==> src/rtl/pep_cfg.svh <==
/*
  Offsets, field positions, reset values and sizes of the port pin block.
  Assumes a Wishbone slave decoding byte address bits [7:2] as a word
  index; every register sits in the low byte lanes of its word.
*/
`ifndef PEP_CFG_SVH
`define PEP_CFG_SVH

// word indices (byte address = index * 4)
`define PEP_W_IN        6'h00
`define PEP_W_CTRL      6'h01
`define PEP_W_FLAG      6'h02

// register groups: word index bits [5:3], entry in bits [2:0]
`define PEP_G_DATA      3'h1
`define PEP_G_DIR       3'h2
`define PEP_G_OD        3'h3
`define PEP_G_PAIR      3'h4
`define PEP_OD_CNT      3'h3
`define PEP_PAIR_CNT    3'h3

// control field positions
`define PEP_C_SCK_ALT   0
`define PEP_C_SO_ALT    1
`define PEP_C_POL_A     2
`define PEP_C_POL_B     3
`define PEP_C_TO_A      4
`define PEP_C_TO_B      5
`define PEP_C_PCL       6
`define PEP_CTRL_W      7

// reset values
`define PEP_CTRL_RST    7'h00
`define PEP_DAT_RST     4'h0
`define PEP_DIR_RST     4'h0
`define PEP_OD_RST      4'hf
`define PEP_FLAG_RST    2'h0

// bit-wise programmable ports among ports 2..9 (entry index)
`define PEP_BW_A        1
`define PEP_BW_B        4

// sizes
`define PEP_IO_PORTS    8
`define PEP_EDGES       7
`define PEP_SYNC_W      54

`endif

==> src/rtl/pep_pkg.sv <==
/*
  Types shared by the port pin block and its edge detector.
  Assumes nothing beyond a SystemVerilog tool.
*/
package pep_pkg;

  typedef logic [3:0] pep_nib_t;

  typedef enum logic [1:0] {
    PEP_EDGE_RISE,
    PEP_EDGE_FALL,
    PEP_EDGE_BOTH
  } pep_edge_e;

endpackage

==> src/rtl/pep_edge_det.sv <==
/*
  One edge detector: compares a synchronised level with its last sample
  and flags the edges selected by the mode.
  Assumes level_in is already on mclk_in and arm_in stays low until the
  synchroniser ahead of it holds real pin values.
*/
module pep_edge_det (
  // clock and reset
  input  wire logic                mclk_in,
  input  wire logic                rst_b_in,
  // level and selection
  input  wire logic                arm_in,
  input  wire logic                level_in,
  input  wire pep_pkg::pep_edge_e  mode_in,
  // result
  output logic                     hit_out
);
  import pep_pkg::*;

  logic prev_r;
  wire  rise_w = level_in & ~prev_r;
  wire  fall_w = ~level_in & prev_r;
  logic hit_w;

  always_ff @(posedge mclk_in or negedge rst_b_in) begin
    if (!rst_b_in) begin
      prev_r <= 1'b0;
    end else begin
      prev_r <= level_in;
    end
  end

  always_comb begin
    unique case (mode_in)
      PEP_EDGE_RISE: begin
        hit_w = rise_w;
      end
      PEP_EDGE_FALL: begin
        hit_w = fall_w;
      end
      PEP_EDGE_BOTH: begin
        hit_w = rise_w | fall_w;
      end
      default: begin
        hit_w = 1'b0;
      end
    endcase
  end

  // unarmed, prev_r still tracks so no stale edge fires at arming
  assign hit_out = arm_in & hit_w;

endmodule

==> src/rtl/pep_port_top.sv <==
/*
  Pin logic of the digital ports: input ports with edge inputs, serial drives on port a,
  bidirectional ports 2..9 with pairing and alternate functions, three
  open-drain ports, all behind a classic Wishbone slave.
  Assumes timers, serial unit and clock generator feed their pin signals
  on mclk_in; pad wires are resolved outside from the enables.
*/
// Design decisions made here: the address map and register access over Wishbone.
`include "pep_cfg.svh"

module pep_port_top (
  // clock and reset
  input  wire logic              mclk_in,
  input  wire logic              rst_b_in,
  // wishbone slave
  input  wire logic              wb_cyc_in,
  input  wire logic              wb_stb_in,
  input  wire logic              wb_we_in,
  input  wire logic [7:0]        wb_adr_in,
  input  wire logic [3:0]        wb_sel_in,
  input  wire logic [31:0]       wb_dat_in,
  output logic      [31:0]       wb_dat_out,
  output logic                   wb_ack_out,
  // input pins and the serial drives of port a
  input  wire pep_pkg::pep_nib_t input_port_a_in,
  input  wire pep_pkg::pep_nib_t input_port_b_in,
  input  wire logic              event_in_a_in,
  input  wire logic              event_in_b_in,
  output pep_pkg::pep_nib_t      input_port_a_drv_out,
  output pep_pkg::pep_nib_t      input_port_a_oe_out,
  // ports 2..9, four bits each, port 2 in bits [3:0]
  input  wire logic [31:0]       port_pins_in,
  output logic      [31:0]       port_pins_out,
  output logic      [31:0]       port_pins_oe_out,
  // open-drain ports a, b, c, port a in bits [3:0]
  input  wire logic [11:0]       open_drain_pins_in,
  output logic      [11:0]       open_drain_pins_out,
  output logic      [11:0]       open_drain_pins_oe_out,
  // on-chip function sources
  input  wire logic              timer_out_a_in,
  input  wire logic              timer_out_b_in,
  input  wire logic              prog_clock_src_in,
  input  wire logic              sck_master_in,
  input  wire logic              sck_drive_in,
  input  wire logic              serial_tx_in,
  // on-chip function sinks
  output logic                   sck_sync_out,
  output logic                   serial_rx_out,
  output logic                   event_a_out,
  output logic                   event_b_out,
  output logic      [4:0]        irq_req_out,
  output logic      [1:0]        test_flag_out
);
  import pep_pkg::*;

  //////////////////////////////////////////////////////////////////////////
  // pin synchroniser

  logic [`PEP_SYNC_W-1:0] sync1_r;
  logic [`PEP_SYNC_W-1:0] sync2_r;
  logic [2:0]             settle_r;

  wire [`PEP_SYNC_W-1:0] raw_w = {open_drain_pins_in, port_pins_in,
                                  event_in_b_in, event_in_a_in,
                                  input_port_b_in, input_port_a_in};

  // sync1_r feeds sync2_r only
  always_ff @(posedge mclk_in or negedge rst_b_in) begin
    if (!rst_b_in) begin
      sync1_r  <= '0;
      sync2_r  <= '0;
      settle_r <= 3'h0;
    end else begin
      sync1_r  <= raw_w;
      sync2_r  <= sync1_r;
      settle_r <= {settle_r[1:0], 1'b1};
    end
  end

  wire pep_nib_t    pa_s  = sync2_r[3:0];
  wire pep_nib_t    pb_s  = sync2_r[7:4];
  wire              eva_s = sync2_r[8];
  wire              evb_s = sync2_r[9];
  wire [31:0]       io_s  = sync2_r[41:10];
  wire [11:0]       od_s  = sync2_r[53:42];
  // edges wait until the pipeline holds real pin values
  wire              arm   = settle_r[2];

  //////////////////////////////////////////////////////////////////////////
  // wishbone decode

  logic        ack_r;
  logic [31:0] rd_r;

  wire       req_w   = wb_cyc_in & wb_stb_in;
  wire       go_w    = req_w & ~ack_r;
  // writes land on the edge at which the master sees ack
  wire       wr_w    = req_w & wb_we_in & ack_r & wb_sel_in[0];
  wire [5:0] wa      = wb_adr_in[7:2];
  wire [2:0] grp     = wa[5:3];
  wire [2:0] sub     = wa[2:0];
  wire       hit_in  = wa == `PEP_W_IN;
  wire       hit_ctl = wa == `PEP_W_CTRL;
  wire       hit_flg = wa == `PEP_W_FLAG;
  wire       hit_dat = grp == `PEP_G_DATA;
  wire       hit_dir = grp == `PEP_G_DIR;
  wire       hit_od  = (grp == `PEP_G_OD) && (sub < `PEP_OD_CNT);
  wire       hit_pr  = (grp == `PEP_G_PAIR) && (sub < `PEP_PAIR_CNT);

  //////////////////////////////////////////////////////////////////////////
  // control, flags and edge inputs

  logic [`PEP_CTRL_W-1:0] ctrl_r;
  logic [1:0]             flag_r;
  logic [4:0]             irq_r;
  logic [`PEP_EDGES-1:0]  hit;
  pep_edge_e              mode [`PEP_EDGES];

  // order: dual, select a, select b, test a, test b, event a, event b
  wire [`PEP_EDGES-1:0] lvl = {evb_s, eva_s, pb_s, pa_s[0]};

  assign mode[0] = PEP_EDGE_BOTH;
  assign mode[1] = ctrl_r[`PEP_C_POL_A] ? PEP_EDGE_RISE
                                        : PEP_EDGE_FALL;
  assign mode[2] = ctrl_r[`PEP_C_POL_B] ? PEP_EDGE_RISE
                                        : PEP_EDGE_FALL;
  assign mode[3] = PEP_EDGE_RISE;
  assign mode[4] = PEP_EDGE_RISE;
  assign mode[5] = PEP_EDGE_RISE;
  assign mode[6] = PEP_EDGE_RISE;

  genvar e;
  generate
    for (e = 0; e < `PEP_EDGES; e++) begin : g_edge
      pep_edge_det u_edge (
        .mclk_in  (mclk_in),
        .rst_b_in (rst_b_in),
        .arm_in   (arm),
        .level_in (lvl[e]),
        .mode_in  (mode[e]),
        .hit_out  (hit[e])
      );
    end
  endgenerate

  // test edges never reach irq_r; set beats a clear in the same cycle
  wire [1:0] flag_clr = (wr_w && hit_flg) ? wb_dat_in[1:0] : 2'h0;
  wire [1:0] flag_nxt = hit[4:3] | (flag_r & ~flag_clr);
  wire [4:0] irq_nxt  = {hit[6:5], hit[2:0]};

  always_ff @(posedge mclk_in or negedge rst_b_in) begin
    if (!rst_b_in) begin
      ctrl_r <= `PEP_CTRL_RST;
      flag_r <= `PEP_FLAG_RST;
      irq_r  <= 5'h00;
    end else begin
      if (wr_w && hit_ctl) begin
        ctrl_r <= wb_dat_in[`PEP_CTRL_W-1:0];
      end
      flag_r <= flag_nxt;
      irq_r  <= irq_nxt;
    end
  end

  //////////////////////////////////////////////////////////////////////////
  // ports 2..9

  pep_nib_t    dat_r [`PEP_IO_PORTS];
  pep_nib_t    dir_r [`PEP_IO_PORTS];
  logic [31:0] rb_flat;
  logic [31:0] dir_flat;
  logic [31:0] base_out;
  logic [31:0] base_oe;

  genvar k;
  generate
    for (k = 0; k < `PEP_IO_PORTS; k++) begin : g_port
      localparam bit BITWISE = (k == `PEP_BW_A) || (k == `PEP_BW_B);
      wire      own_w = wr_w && hit_dat && (sub == 3'(k));
      wire      dwr_w = wr_w && hit_dir && (sub == 3'(k));
      wire      pair_w;
      pep_nib_t pair_val;
      if (k >= 2) begin : g_pair
        assign pair_w   = wr_w && hit_pr && (sub == 3'((k - 2) / 2));
        assign pair_val = (k % 2 == 0) ? wb_dat_in[3:0]
                                       : wb_dat_in[7:4];
      end else begin : g_nopair
        assign pair_w   = 1'b0;
        assign pair_val = 4'h0;
      end
      wire pep_nib_t dir_val = BITWISE ? wb_dat_in[3:0]
                                       : {4{wb_dat_in[0]}};

      always_ff @(posedge mclk_in or negedge rst_b_in) begin
        if (!rst_b_in) begin
          dat_r[k] <= `PEP_DAT_RST;
          dir_r[k] <= `PEP_DIR_RST;
        end else begin
          if (own_w || pair_w) begin
            dat_r[k] <= own_w ? wb_dat_in[3:0] : pair_val;
          end
          if (dwr_w) begin
            dir_r[k] <= dir_val;
          end
        end
      end

      // output bits read back the latch, input bits the pin
      assign rb_flat[4*k +: 4]  = (dir_r[k] & dat_r[k]) |
                                  (~dir_r[k] & io_s[4*k +: 4]);
      assign dir_flat[4*k +: 4] = dir_r[k];
      assign base_out[4*k +: 4] = dat_r[k];
      assign base_oe[4*k +: 4]  = dir_r[k];

      if (!BITWISE) begin : g_chk
        property p_nibble_dir;
          @(posedge mclk_in) disable iff (!rst_b_in)
          (dir_r[k] == 4'h0) || (dir_r[k] == 4'hf);
        endproperty
        a_nibble_dir: assert property (p_nibble_dir)
          else $error("nibble port direction split across bits");
      end
    end
  endgenerate

  // alternate functions force a drive on their bit of port 2
  wire [2:0] alt_en  = {ctrl_r[`PEP_C_PCL], ctrl_r[`PEP_C_TO_B],
                        ctrl_r[`PEP_C_TO_A]};
  wire [2:0] alt_val = {prog_clock_src_in, timer_out_b_in, timer_out_a_in};
  wire [31:0] io_out_nxt = {base_out[31:3],
                            (alt_en & alt_val) |
                            (~alt_en & base_out[2:0])};
  wire [31:0] io_oe_nxt  = {base_oe[31:3],
                            alt_en | base_oe[2:0]};

  //////////////////////////////////////////////////////////////////////////
  // open-drain ports

  logic [11:0] od_flat;

  genvar j;
  generate
    for (j = 0; j < 3; j++) begin : g_od
      pep_nib_t od_r;
      wire      own_w = wr_w && hit_od && (sub == 3'(j));
      always_ff @(posedge mclk_in or negedge rst_b_in) begin
        if (!rst_b_in) begin
          od_r <= `PEP_OD_RST;
        end else if (own_w) begin
          od_r <= wb_dat_in[3:0];
        end
      end
      assign od_flat[4*j +: 4] = od_r;
    end
  endgenerate

  //////////////////////////////////////////////////////////////////////////
  // port a serial alternates

  wire       sck_drv = ctrl_r[`PEP_C_SCK_ALT] & sck_master_in;
  wire [3:0] p0_out_nxt = {1'b0, serial_tx_in, sck_drive_in, 1'b0};
  wire [3:0] p0_oe_nxt  = {1'b0, ctrl_r[`PEP_C_SO_ALT],
                           sck_drv, 1'b0};

  //////////////////////////////////////////////////////////////////////////
  // read mux and output flops

  wire [15:0] od_rb    = {4'h0, od_s};
  wire [4:0]  pr_base  = {sub[1:0] + 2'h1, 3'h0};
  wire [31:0] rdata    =
    hit_in  ? {22'h0, evb_s, eva_s, pb_s, pa_s} :
    hit_ctl ? {25'h0, ctrl_r} :
    hit_flg ? {30'h0, flag_r} :
    hit_dat ? {28'h0, rb_flat[{sub, 2'h0} +: 4]} :
    hit_dir ? {28'h0, dir_flat[{sub, 2'h0} +: 4]} :
    hit_od  ? {28'h0, od_rb[{sub[1:0], 2'h0} +: 4]} :
    hit_pr  ? {24'h0, rb_flat[pr_base +: 8]} :
              32'h0;

  logic [3:0]  p0_out_r;
  logic [3:0]  p0_oe_r;
  logic [31:0] io_out_r;
  logic [31:0] io_oe_r;
  logic [11:0] od_out_r;
  logic [11:0] od_oe_r;
  logic        sck_r;
  logic        rx_r;
  logic        eva_r;
  logic        evb_r;

  always_ff @(posedge mclk_in or negedge rst_b_in) begin
    if (!rst_b_in) begin
      ack_r    <= 1'b0;
      rd_r     <= 32'h0;
      p0_out_r <= 4'h0;
      p0_oe_r  <= 4'h0;
      io_out_r <= 32'h0;
      io_oe_r  <= 32'h0;
      od_out_r <= 12'h000;
      od_oe_r  <= 12'h000;
    end else begin
      ack_r    <= go_w;
      rd_r     <= go_w ? rdata : 32'h0;
      p0_out_r <= p0_out_nxt;
      p0_oe_r  <= p0_oe_nxt;
      io_out_r <= io_out_nxt;
      io_oe_r  <= io_oe_nxt;
      // a set latch bit releases the pin, a clear one pulls it low
      od_out_r <= 12'h000;
      od_oe_r  <= ~od_flat;
    end
  end

  always_ff @(posedge mclk_in or negedge rst_b_in) begin
    if (!rst_b_in) begin
      sck_r <= 1'b0;
      rx_r  <= 1'b0;
      eva_r <= 1'b0;
      evb_r <= 1'b0;
    end else begin
      sck_r <= pa_s[1];
      rx_r  <= pa_s[3];
      eva_r <= eva_s;
      evb_r <= evb_s;
    end
  end

  assign wb_dat_out             = rd_r;
  assign wb_ack_out             = ack_r;
  assign input_port_a_drv_out   = p0_out_r;
  assign input_port_a_oe_out    = p0_oe_r;
  assign port_pins_out          = io_out_r;
  assign port_pins_oe_out       = io_oe_r;
  assign open_drain_pins_out    = od_out_r;
  assign open_drain_pins_oe_out = od_oe_r;
  assign sck_sync_out           = sck_r;
  assign serial_rx_out          = rx_r;
  assign event_a_out            = eva_r;
  assign event_b_out            = evb_r;
  assign irq_req_out            = irq_r;
  assign test_flag_out          = flag_r;

  //////////////////////////////////////////////////////////////////////////
  // checks

  property p_dual_edge;
    @(posedge mclk_in) disable iff (!rst_b_in)
    arm && $changed(lvl[0]) |=> irq_r[0];
  endproperty
  a_dual_edge: assert property (p_dual_edge)
    else $error("dual-edge input edge gave no request");

  property p_once;
    @(posedge mclk_in) disable iff (!rst_b_in)
    !$changed(lvl[0]) |=> !irq_r[0];
  endproperty
  a_once: assert property (p_once)
    else $error("request without a fresh edge");

  property p_sel_rise;
    @(posedge mclk_in) disable iff (!rst_b_in)
    arm && $rose(lvl[1]) && ctrl_r[`PEP_C_POL_A] |=> irq_r[1];
  endproperty
  a_sel_rise: assert property (p_sel_rise)
    else $error("selected rising edge missed");

  property p_sel_fall_only;
    @(posedge mclk_in) disable iff (!rst_b_in)
    $rose(lvl[2]) && !ctrl_r[`PEP_C_POL_B] |=> !irq_r[2];
  endproperty
  a_sel_fall_only: assert property (p_sel_fall_only)
    else $error("rising edge fired while falling edge selected");

  property p_test_flag;
    @(posedge mclk_in) disable iff (!rst_b_in)
    arm && $rose(lvl[3]) |=> flag_r[0] && (irq_r == $past(irq_nxt));
  endproperty
  a_test_flag: assert property (p_test_flag)
    else $error("test edge did not set its flag");

  property p_timer_alt;
    @(posedge mclk_in) disable iff (!rst_b_in)
    ctrl_r[`PEP_C_TO_A] |=> io_oe_r[0] && io_out_r[0] == $past(timer_out_a_in);
  endproperty
  a_timer_alt: assert property (p_timer_alt)
    else $error("timer output not on port 2 bit 0");

  property p_sck_drive;
    @(posedge mclk_in) disable iff (!rst_b_in)
    !sck_drv |=> !p0_oe_r[1];
  endproperty
  a_sck_drive: assert property (p_sck_drive)
    else $error("serial clock driven while not master");

  property p_open_drain;
    @(posedge mclk_in) disable iff (!rst_b_in)
    1'b1 |=> od_out_r == 12'h000 && od_oe_r == ~$past(od_flat);
  endproperty
  a_open_drain: assert property (p_open_drain)
    else $error("open-drain pin driven high or wrong enable");

  property p_pair_write;
    @(posedge mclk_in) disable iff (!rst_b_in)
    wr_w && hit_pr && sub == 3'h0 |=> dat_r[2] == $past(wb_dat_in[3:0])
                                     && dat_r[3] == $past(wb_dat_in[7:4]);
  endproperty
  a_pair_write: assert property (p_pair_write)
    else $error("pair write did not reach both ports");

  property p_ack_once;
    @(posedge mclk_in) disable iff (!rst_b_in)
    ack_r |=> !ack_r;
  endproperty
  a_ack_once: assert property (p_ack_once)
    else $error("ack held beyond one cycle");

endmodule

==> config.mk <==
export PLATFORM = sky130hd
export DESIGN_NAME = pep_port_top
export DESIGN_NICKNAME = d
export VERILOG_FILES = /design/src/rtl/pep_pkg.sv /design/src/rtl/pep_edge_det.sv /design/src/rtl/pep_port_top.sv
export VERILOG_INCLUDE_DIRS = /design/src /design/src/rtl
export SDC_FILE = /design/constraint.sdc
export NUM_CORES = 1
export LEC_CHECK = 0
export BUFFER_PORTS_ARGS = -buffer_cell sky130_fd_sc_hd__buf_4
export CAP_MARGIN = 20
export CORE_AREA = 2 2 222 158
export CTS_CLUSTER_DIAMETER = 50
export CTS_CLUSTER_SIZE = 30
export DETAILED_ROUTE_END_ITERATION = 8
export DIE_AREA = 0 0 224 160
export PLACE_DENSITY = 0.5
export SYNTH_ARGS = -nofsm -noshare
export SYNTH_HDL_FRONTEND = slang
export SYNTH_SLANG_ARGS = --single-unit
==> constraint.sdc <==
create_clock -name mclk_in -period 2.26 [get_ports mclk_in]
set_input_delay 0.339 -clock mclk_in [delete_from_list [all_inputs] [get_ports mclk_in]]
set_output_delay 0.339 -clock mclk_in [all_outputs]
set_load 0.01 [all_outputs]
Yosys cells after proc, flatten, opt, wreduce, memory -nomap -nowiden
Index checks and enable logic that the tools add are counted.
- bits of input ports: 109
- word-level logic and storage cells: 198
- output and inout port bits: 140
- register bits: 280
- shift-type cells: 4
- add/subtract/negate cells: 1
- bitwise logic cells: 78
- reductions and logical operators: 40
- magnitude comparators: 1
- equality and inequality tests: 17
- muxes and demuxes: 16
- operators with widths (kind ; count):
    $and 4x4->4 ; 16
    $shiftx 32x6->4 ; 2
    $mux 8 ; 6
    $not 4->4 ; 8
    $or 4x4->4 ; 8
    $shiftx 32x6->8 ; 1
    $logic_and 1x1->1 ; 30
    $and 1x1->1 ; 23
    $mux 10 ; 2
    $shiftx 16x5->4 ; 1
    $eq 3x3->1 const B ; 5
    $eq 3x2->1 const B ; 4
    $mux 4 ; 3
    $not 12->12 ; 1
    $not 1->1 ; 11
    $and 3x3->3 ; 2
    $eq 3x1->1 const B ; 2
    $eq 6x1->1 const B ; 1
    $eq 6x2->1 const B ; 1
    $logic_not 6->1 ; 1
    $logic_or 1x1->1 ; 6
    $or 3x3->3 ; 2
    $pmux 1 s3 ; 2
    $eq 1x2->1 const B ; 2
    12 further kinds ; 17

Depth between registers and ports, before layout
- word-level depth: 12
- depth in mapped cells: 10
- depth with buffers taken out: 7

By module
Synthesis repeated with hierarchy kept, for this count alone.
- cells, all modules: 762
- area, all modules: 10646.5 um2
- by module, submodules not included (module ; cells an instance ; times used ; seq. area each (um2) ; area each (um2)):
    pep_port_top ; 699 ; 1 ; 6596.3 ; 10015.9
    pep_edge_det ; 9 ; 7 ; 25.0 ; 90.1

Worst setup path after synthesis
OpenSTA, ideal clock, no wires.
- path kind: input to register
- from: input wb_adr_in[3]
- to: register ctrl_r[4]
- data arrival time: 2.163 ns
- data required time: 2.135 ns
- setup slack: -0.028 ns
- cell stages on the path: 9
- library setup time: 0.125 ns
- buffers on the path: 3
- cells stage by stage: buf_2 inv_2 ha_1 buf_2 nand2b_1 or4_1 clkbuf_1 nor2_4 mux2_2
- longest elaborated chain between the ends: 2
- ends and longest elaborated chain (item ; RTL line ; text):
    start, declared ; pep_port_top.sv:19 ; input wire logic [7:0] wb_adr_in,
    $eq 6x1->1 (no line) ; n/a ;
    $logic_and 1x1->1 ; pep_port_top.sv:157 ; if (wr_w && hit_ctl) begin
    end signal, assigned ; pep_port_top.sv:153 ; ctrl_r <= `PEP_CTRL_RST;
    end signal, assigned ; pep_port_top.sv:158 ; ctrl_r <= wb_dat_in[`PEP_CTRL_W-1:0];
    end, declared ; pep_port_top.sv:113 ; logic [`PEP_CTRL_W-1:0] ctrl_r;
No other way between the ends.
A chain may end at the register's enable or synchronous reset.

Worst setup path after layout
- from: register base_oe[0] (netlist name)
- to: register rd_r[1], in the netlist wb_dat_out[1]
- longest elaborated chain between the ends: 12
- elaborated cells between the ends (all ways): 15
- those cells by class: 3 x shift; 8 x mux; 4 x bitwise
- ends and longest elaborated chain (item ; RTL line ; text):
    $not 4->4 ; pep_port_top.sv:210 ; (~dir_r[k] & io_s[4*k +: 4]);
    $and 4x4->4 ; pep_port_top.sv:210 ;
    $or 4x4->4 ; pep_port_top.sv:209 ; assign rb_flat[4*k +: 4] = (dir_r[k] & dat_r[k]) |
    $shiftx 32x6->8 ; pep_port_top.sv:277 ; hit_pr ? {24'h0, rb_flat[pr_base +: 8]} :
    $mux 8 ; pep_port_top.sv:277 ;
    $mux 8 ; pep_port_top.sv:276 ; hit_od ? {28'h0, od_rb[{sub[1:0], 2'h0} +: 4]} :
    $mux 8 ; pep_port_top.sv:275 ; hit_dir ? {28'h0, dir_flat[{sub, 2'h0} +: 4]} :
    $mux 8 * ; pep_port_top.sv:274 ; hit_dat ? {28'h0, rb_flat[{sub, 2'h0} +: 4]} :
    $mux 8 * ; pep_port_top.sv:273 ; hit_flg ? {30'h0, flag_r} :
    $mux 8 * ; pep_port_top.sv:272 ; hit_ctl ? {25'h0, ctrl_r} :
    $mux 10 * ; pep_port_top.sv:271 ; hit_in ? {22'h0, evb_s, eva_s, pb_s, pa_s} :
    $mux 10 * ; pep_port_top.sv:303 ; rd_r <= go_w ? rdata : 32'h0;
    end signal, assigned ; pep_port_top.sv:303 ;
    end, declared ; pep_port_top.sv:93 ; logic [31:0] rd_r;
Mark *: on every way between the ends. The rest lies on a longest branch, timed or not.

==> metrics.cfg <==
[pwr]
ir_worst_vdd_mv = 0.395
p_leak_uw = 0.00627
p_total_uw = 9790
cellPowerDensity_nw_per_um2 = 738

[clock_tree]
postCtsSetupRepairBufs = 0
root_buffer = clkbuf_16
cts.clk_slew.worst_paths_ns = 0.07
h-tree-depth = 1
clockBufferDepth = 3
cts_resized = 0
numCtsBuffers = 25
clock_sinks = 268
clk_latency_ns = 0.54
cts_tree = built

[yosys]
avgSynthCellArea_sq_um = 14.2
syn_area_sq_um = 10000
yosysWarnings = 0
synth_seq_cells = 268
yosysUniqueCellTypes = 57
synth_top_area_share_pct = 63.9
synth_enable_flop_cells = 0
synth_cells = 706
synth_top_area_cell = dfrtp_1
async_flop_share_pct = 100
yosys-top-cells-area = dfrtp_1 64%, mux2_2 6.6%, mux2i_1 4.2%
yosysSeqAreaShare_pct = 67.1
yosys_most_used_dff = dfrtp_1

[die]
std_cell_rows = 57
ioPinCount = 249
initial_utilization_pct = 29.5
core_sq_um = 34000
die_w_um = 224
die_h_um = 160
dieArea_sq_um = 35800

[global_routing]
grt_first_pass_wirelength_mm = 40.7
grt_max_degree = 77
grt-ovfl-total = 0
grt_pass1_vias = 6546
antenna_found_initial = 0
track_usage_pct = 15.2

[critical_path]
crit_arrival_ns = 2.59
crit_slowest_cell = dfrtp_1
path_delay_family = multiplexers
worstPathRequired_ns = 2.73
crit_cells = 5
r2r-start = base_oe[0]
critPathKind = reg -> reg
r2r_end = wb_dat_out[1]
rrSetupSlack_ns = 0.14
crit_path_end = wb_dat_out[1]
crit_chain = mux2i_1 -> mux4_2 -> and3_1 -> nor4_1 -> o31a_1
cp_max_fo = 9
path_buf_inv = 0
critPathLaunchType = flop
reg2reg_depth = 5
startpoint = base_oe[0]
crit_path_end_kind = flop
slowest_delay_ns = 0.61

[placement]
post-place-ws_ns = 0.0734
gp_congestion = 0.894
portBuffers = 181
hpwl_mm = 19.8

[sta]
min_period_ns = 2.12
finalSetupViolations = 0
rsz0062_at_grt = no
slew_headroom_pct = 60.8
worst_pin_slew_ns = 0.585
skew_ns = 0.0172
timing.final.max_slew_violations = 0
hold_viol = 0
fin_setup_tns_ns = 0
finalCritPeriodShare_pct = 93.7
setup_slack_ns = 0.143
fmax_mhz = 472

[finish]
mostFrequentLayoutCell = dfrtp_1
fillers = 3248
final_cell_mix = 256 x dfrtp_1, 216 x buf_4, 59 x mux2_2
drive_above_1_share_pct = 36.7
syn_to_final_growth_pct = 32.4
ff_latch_area_sq_um = 6720
antenna_cells = 0
final_nets = 1079
multi_input_area_sq_um = 2850

[drt]
viasPerCell = 4.40
drt_iter0_markers = 417
drc = 0
dr.pass1.iters = 4
wl_per_cell_um = 19.1
ant_nets = 0
wirelength_mm = 27.2
vias = 6275

[run_status]
outcome = complete, no violations

[run]
cap_viol_max_count = 0

[min_path]
hold_class = in -> reg

## cell type report
type | instances | share of cell area (%)
Sequential cell | 268 | 50.6
Clock buffer | 32 | 4.99
Timing Repair Buffer | 278 | 17.2
Inverter | 19 | 0.556
Tap cell | 442 | 4.17
Multi-Input combinational cell | 374 | 21.5
Clock inverter | 13 | 0.971
## stage by stage
step | utilization (%) | cells | hold slack [ns] | instance area (sq um)
2_1_floorplan | - | 743 | 0.0434 | 10200
3_3_place_gp | 35.0 | 1324 | 0.286 | 11900
3_5_place_dp | 35.0 | 1324 | 0.285 | 11900
4_1_cts | 39.0 | 1426 | 0.00902 | 13300
5_1_grt | 39.0 | 1426 | 0.0217 | 13300
6_report | 39.0 | 1426 | 0.0282 | 13300
## synthesized netlist by cell type (3+ instances only)
master / n
a211o_1: 3
a211oi_1: 3
a21o_1: 4
a21oi_1: 13
a22oi_1: 9
a31oi_1: 5
and2_1: 6
and3_1: 6
buf_1: 3
buf_2: 12
buf_4: 53
clkbuf_1: 14
dfrtp_1: 256
dfstp_2: 12
ha_1: 4
inv_1: 16
mux2_2: 59
mux2i_1: 42
mux4_2: 14
nand2_1: 41
nand3_1: 15
nand4_1: 3
nor2_1: 28
nor2b_1: 8
nor3_1: 8
o211ai_1: 3
o21ai_0: 16
o22ai_1: 5
or2_2: 4
## per-layer routing
layer	vias to the layer above	GRT usage, %	part of all wire [%]
li1	2869	-	-
met1	3175	23.2	49
met2	191	21.8	43
met3	40	3.28	6.7
met4	0	3.52	2.0
met5	-	0.403	0
## cells by family (layout without fill, tap and decap cells)
group           count (synthesis)  in the layout  share of synthesized area [%]
compound gates                 69             69                           4.46
xor+xnor                        1              1                         0.0874
fa+ha+maj                       4              4                          0.499
buf+inv                       101            342                           5.92
flops                         268            268                           67.1
mux                           115            115                           14.0
other cells                     2             39                         0.0749
simple gates                  146            146                           7.94
## report_power, final
group          internal [uW]  switching [uW]
registers               4930            57.4
logic                    330             397
clock network           2150            1920
total                   7420            2380
## worst min path at each step
stage                     slack, ns            from  cells past startpoint                      end
after floorplan                0.04        rst_b_in                      0               base_oe[0]
after global placement         0.29        rst_b_in                      1              sync2_r[34]
after detailed placement       0.28        rst_b_in                      1  input_port_a_drv_out[2]
after CTS                     0.009   sck_master_in                      2   input_port_a_oe_out[1]
after global routing           0.02  timer_out_a_in                      2         port_pins_out[0]
final                          0.03   sck_master_in                      2   input_port_a_oe_out[1]
## state kept, by name (all words and copies together), names as in the netlist, 3 cells and up
register and count:
wb_dat_out 10, base_out 32, base_oe 14, ctrl_r 7
g_od.od_r 12, sync2_r 54, irq_req_out 5, open_drain_pins_oe_out 12
port_pins_out 32, sync1_r 54, g_edge.u_edge.prev_r 7, settle_r 3
port_pins_oe_out 17
## repair_timing
action	in CTS	in global routing
endpoints found under the setup margin	0	0
endpoints found under the hold margin	101	0
hold buffers	57	0
No activity file was read; power rests on OpenSTA's default activity.
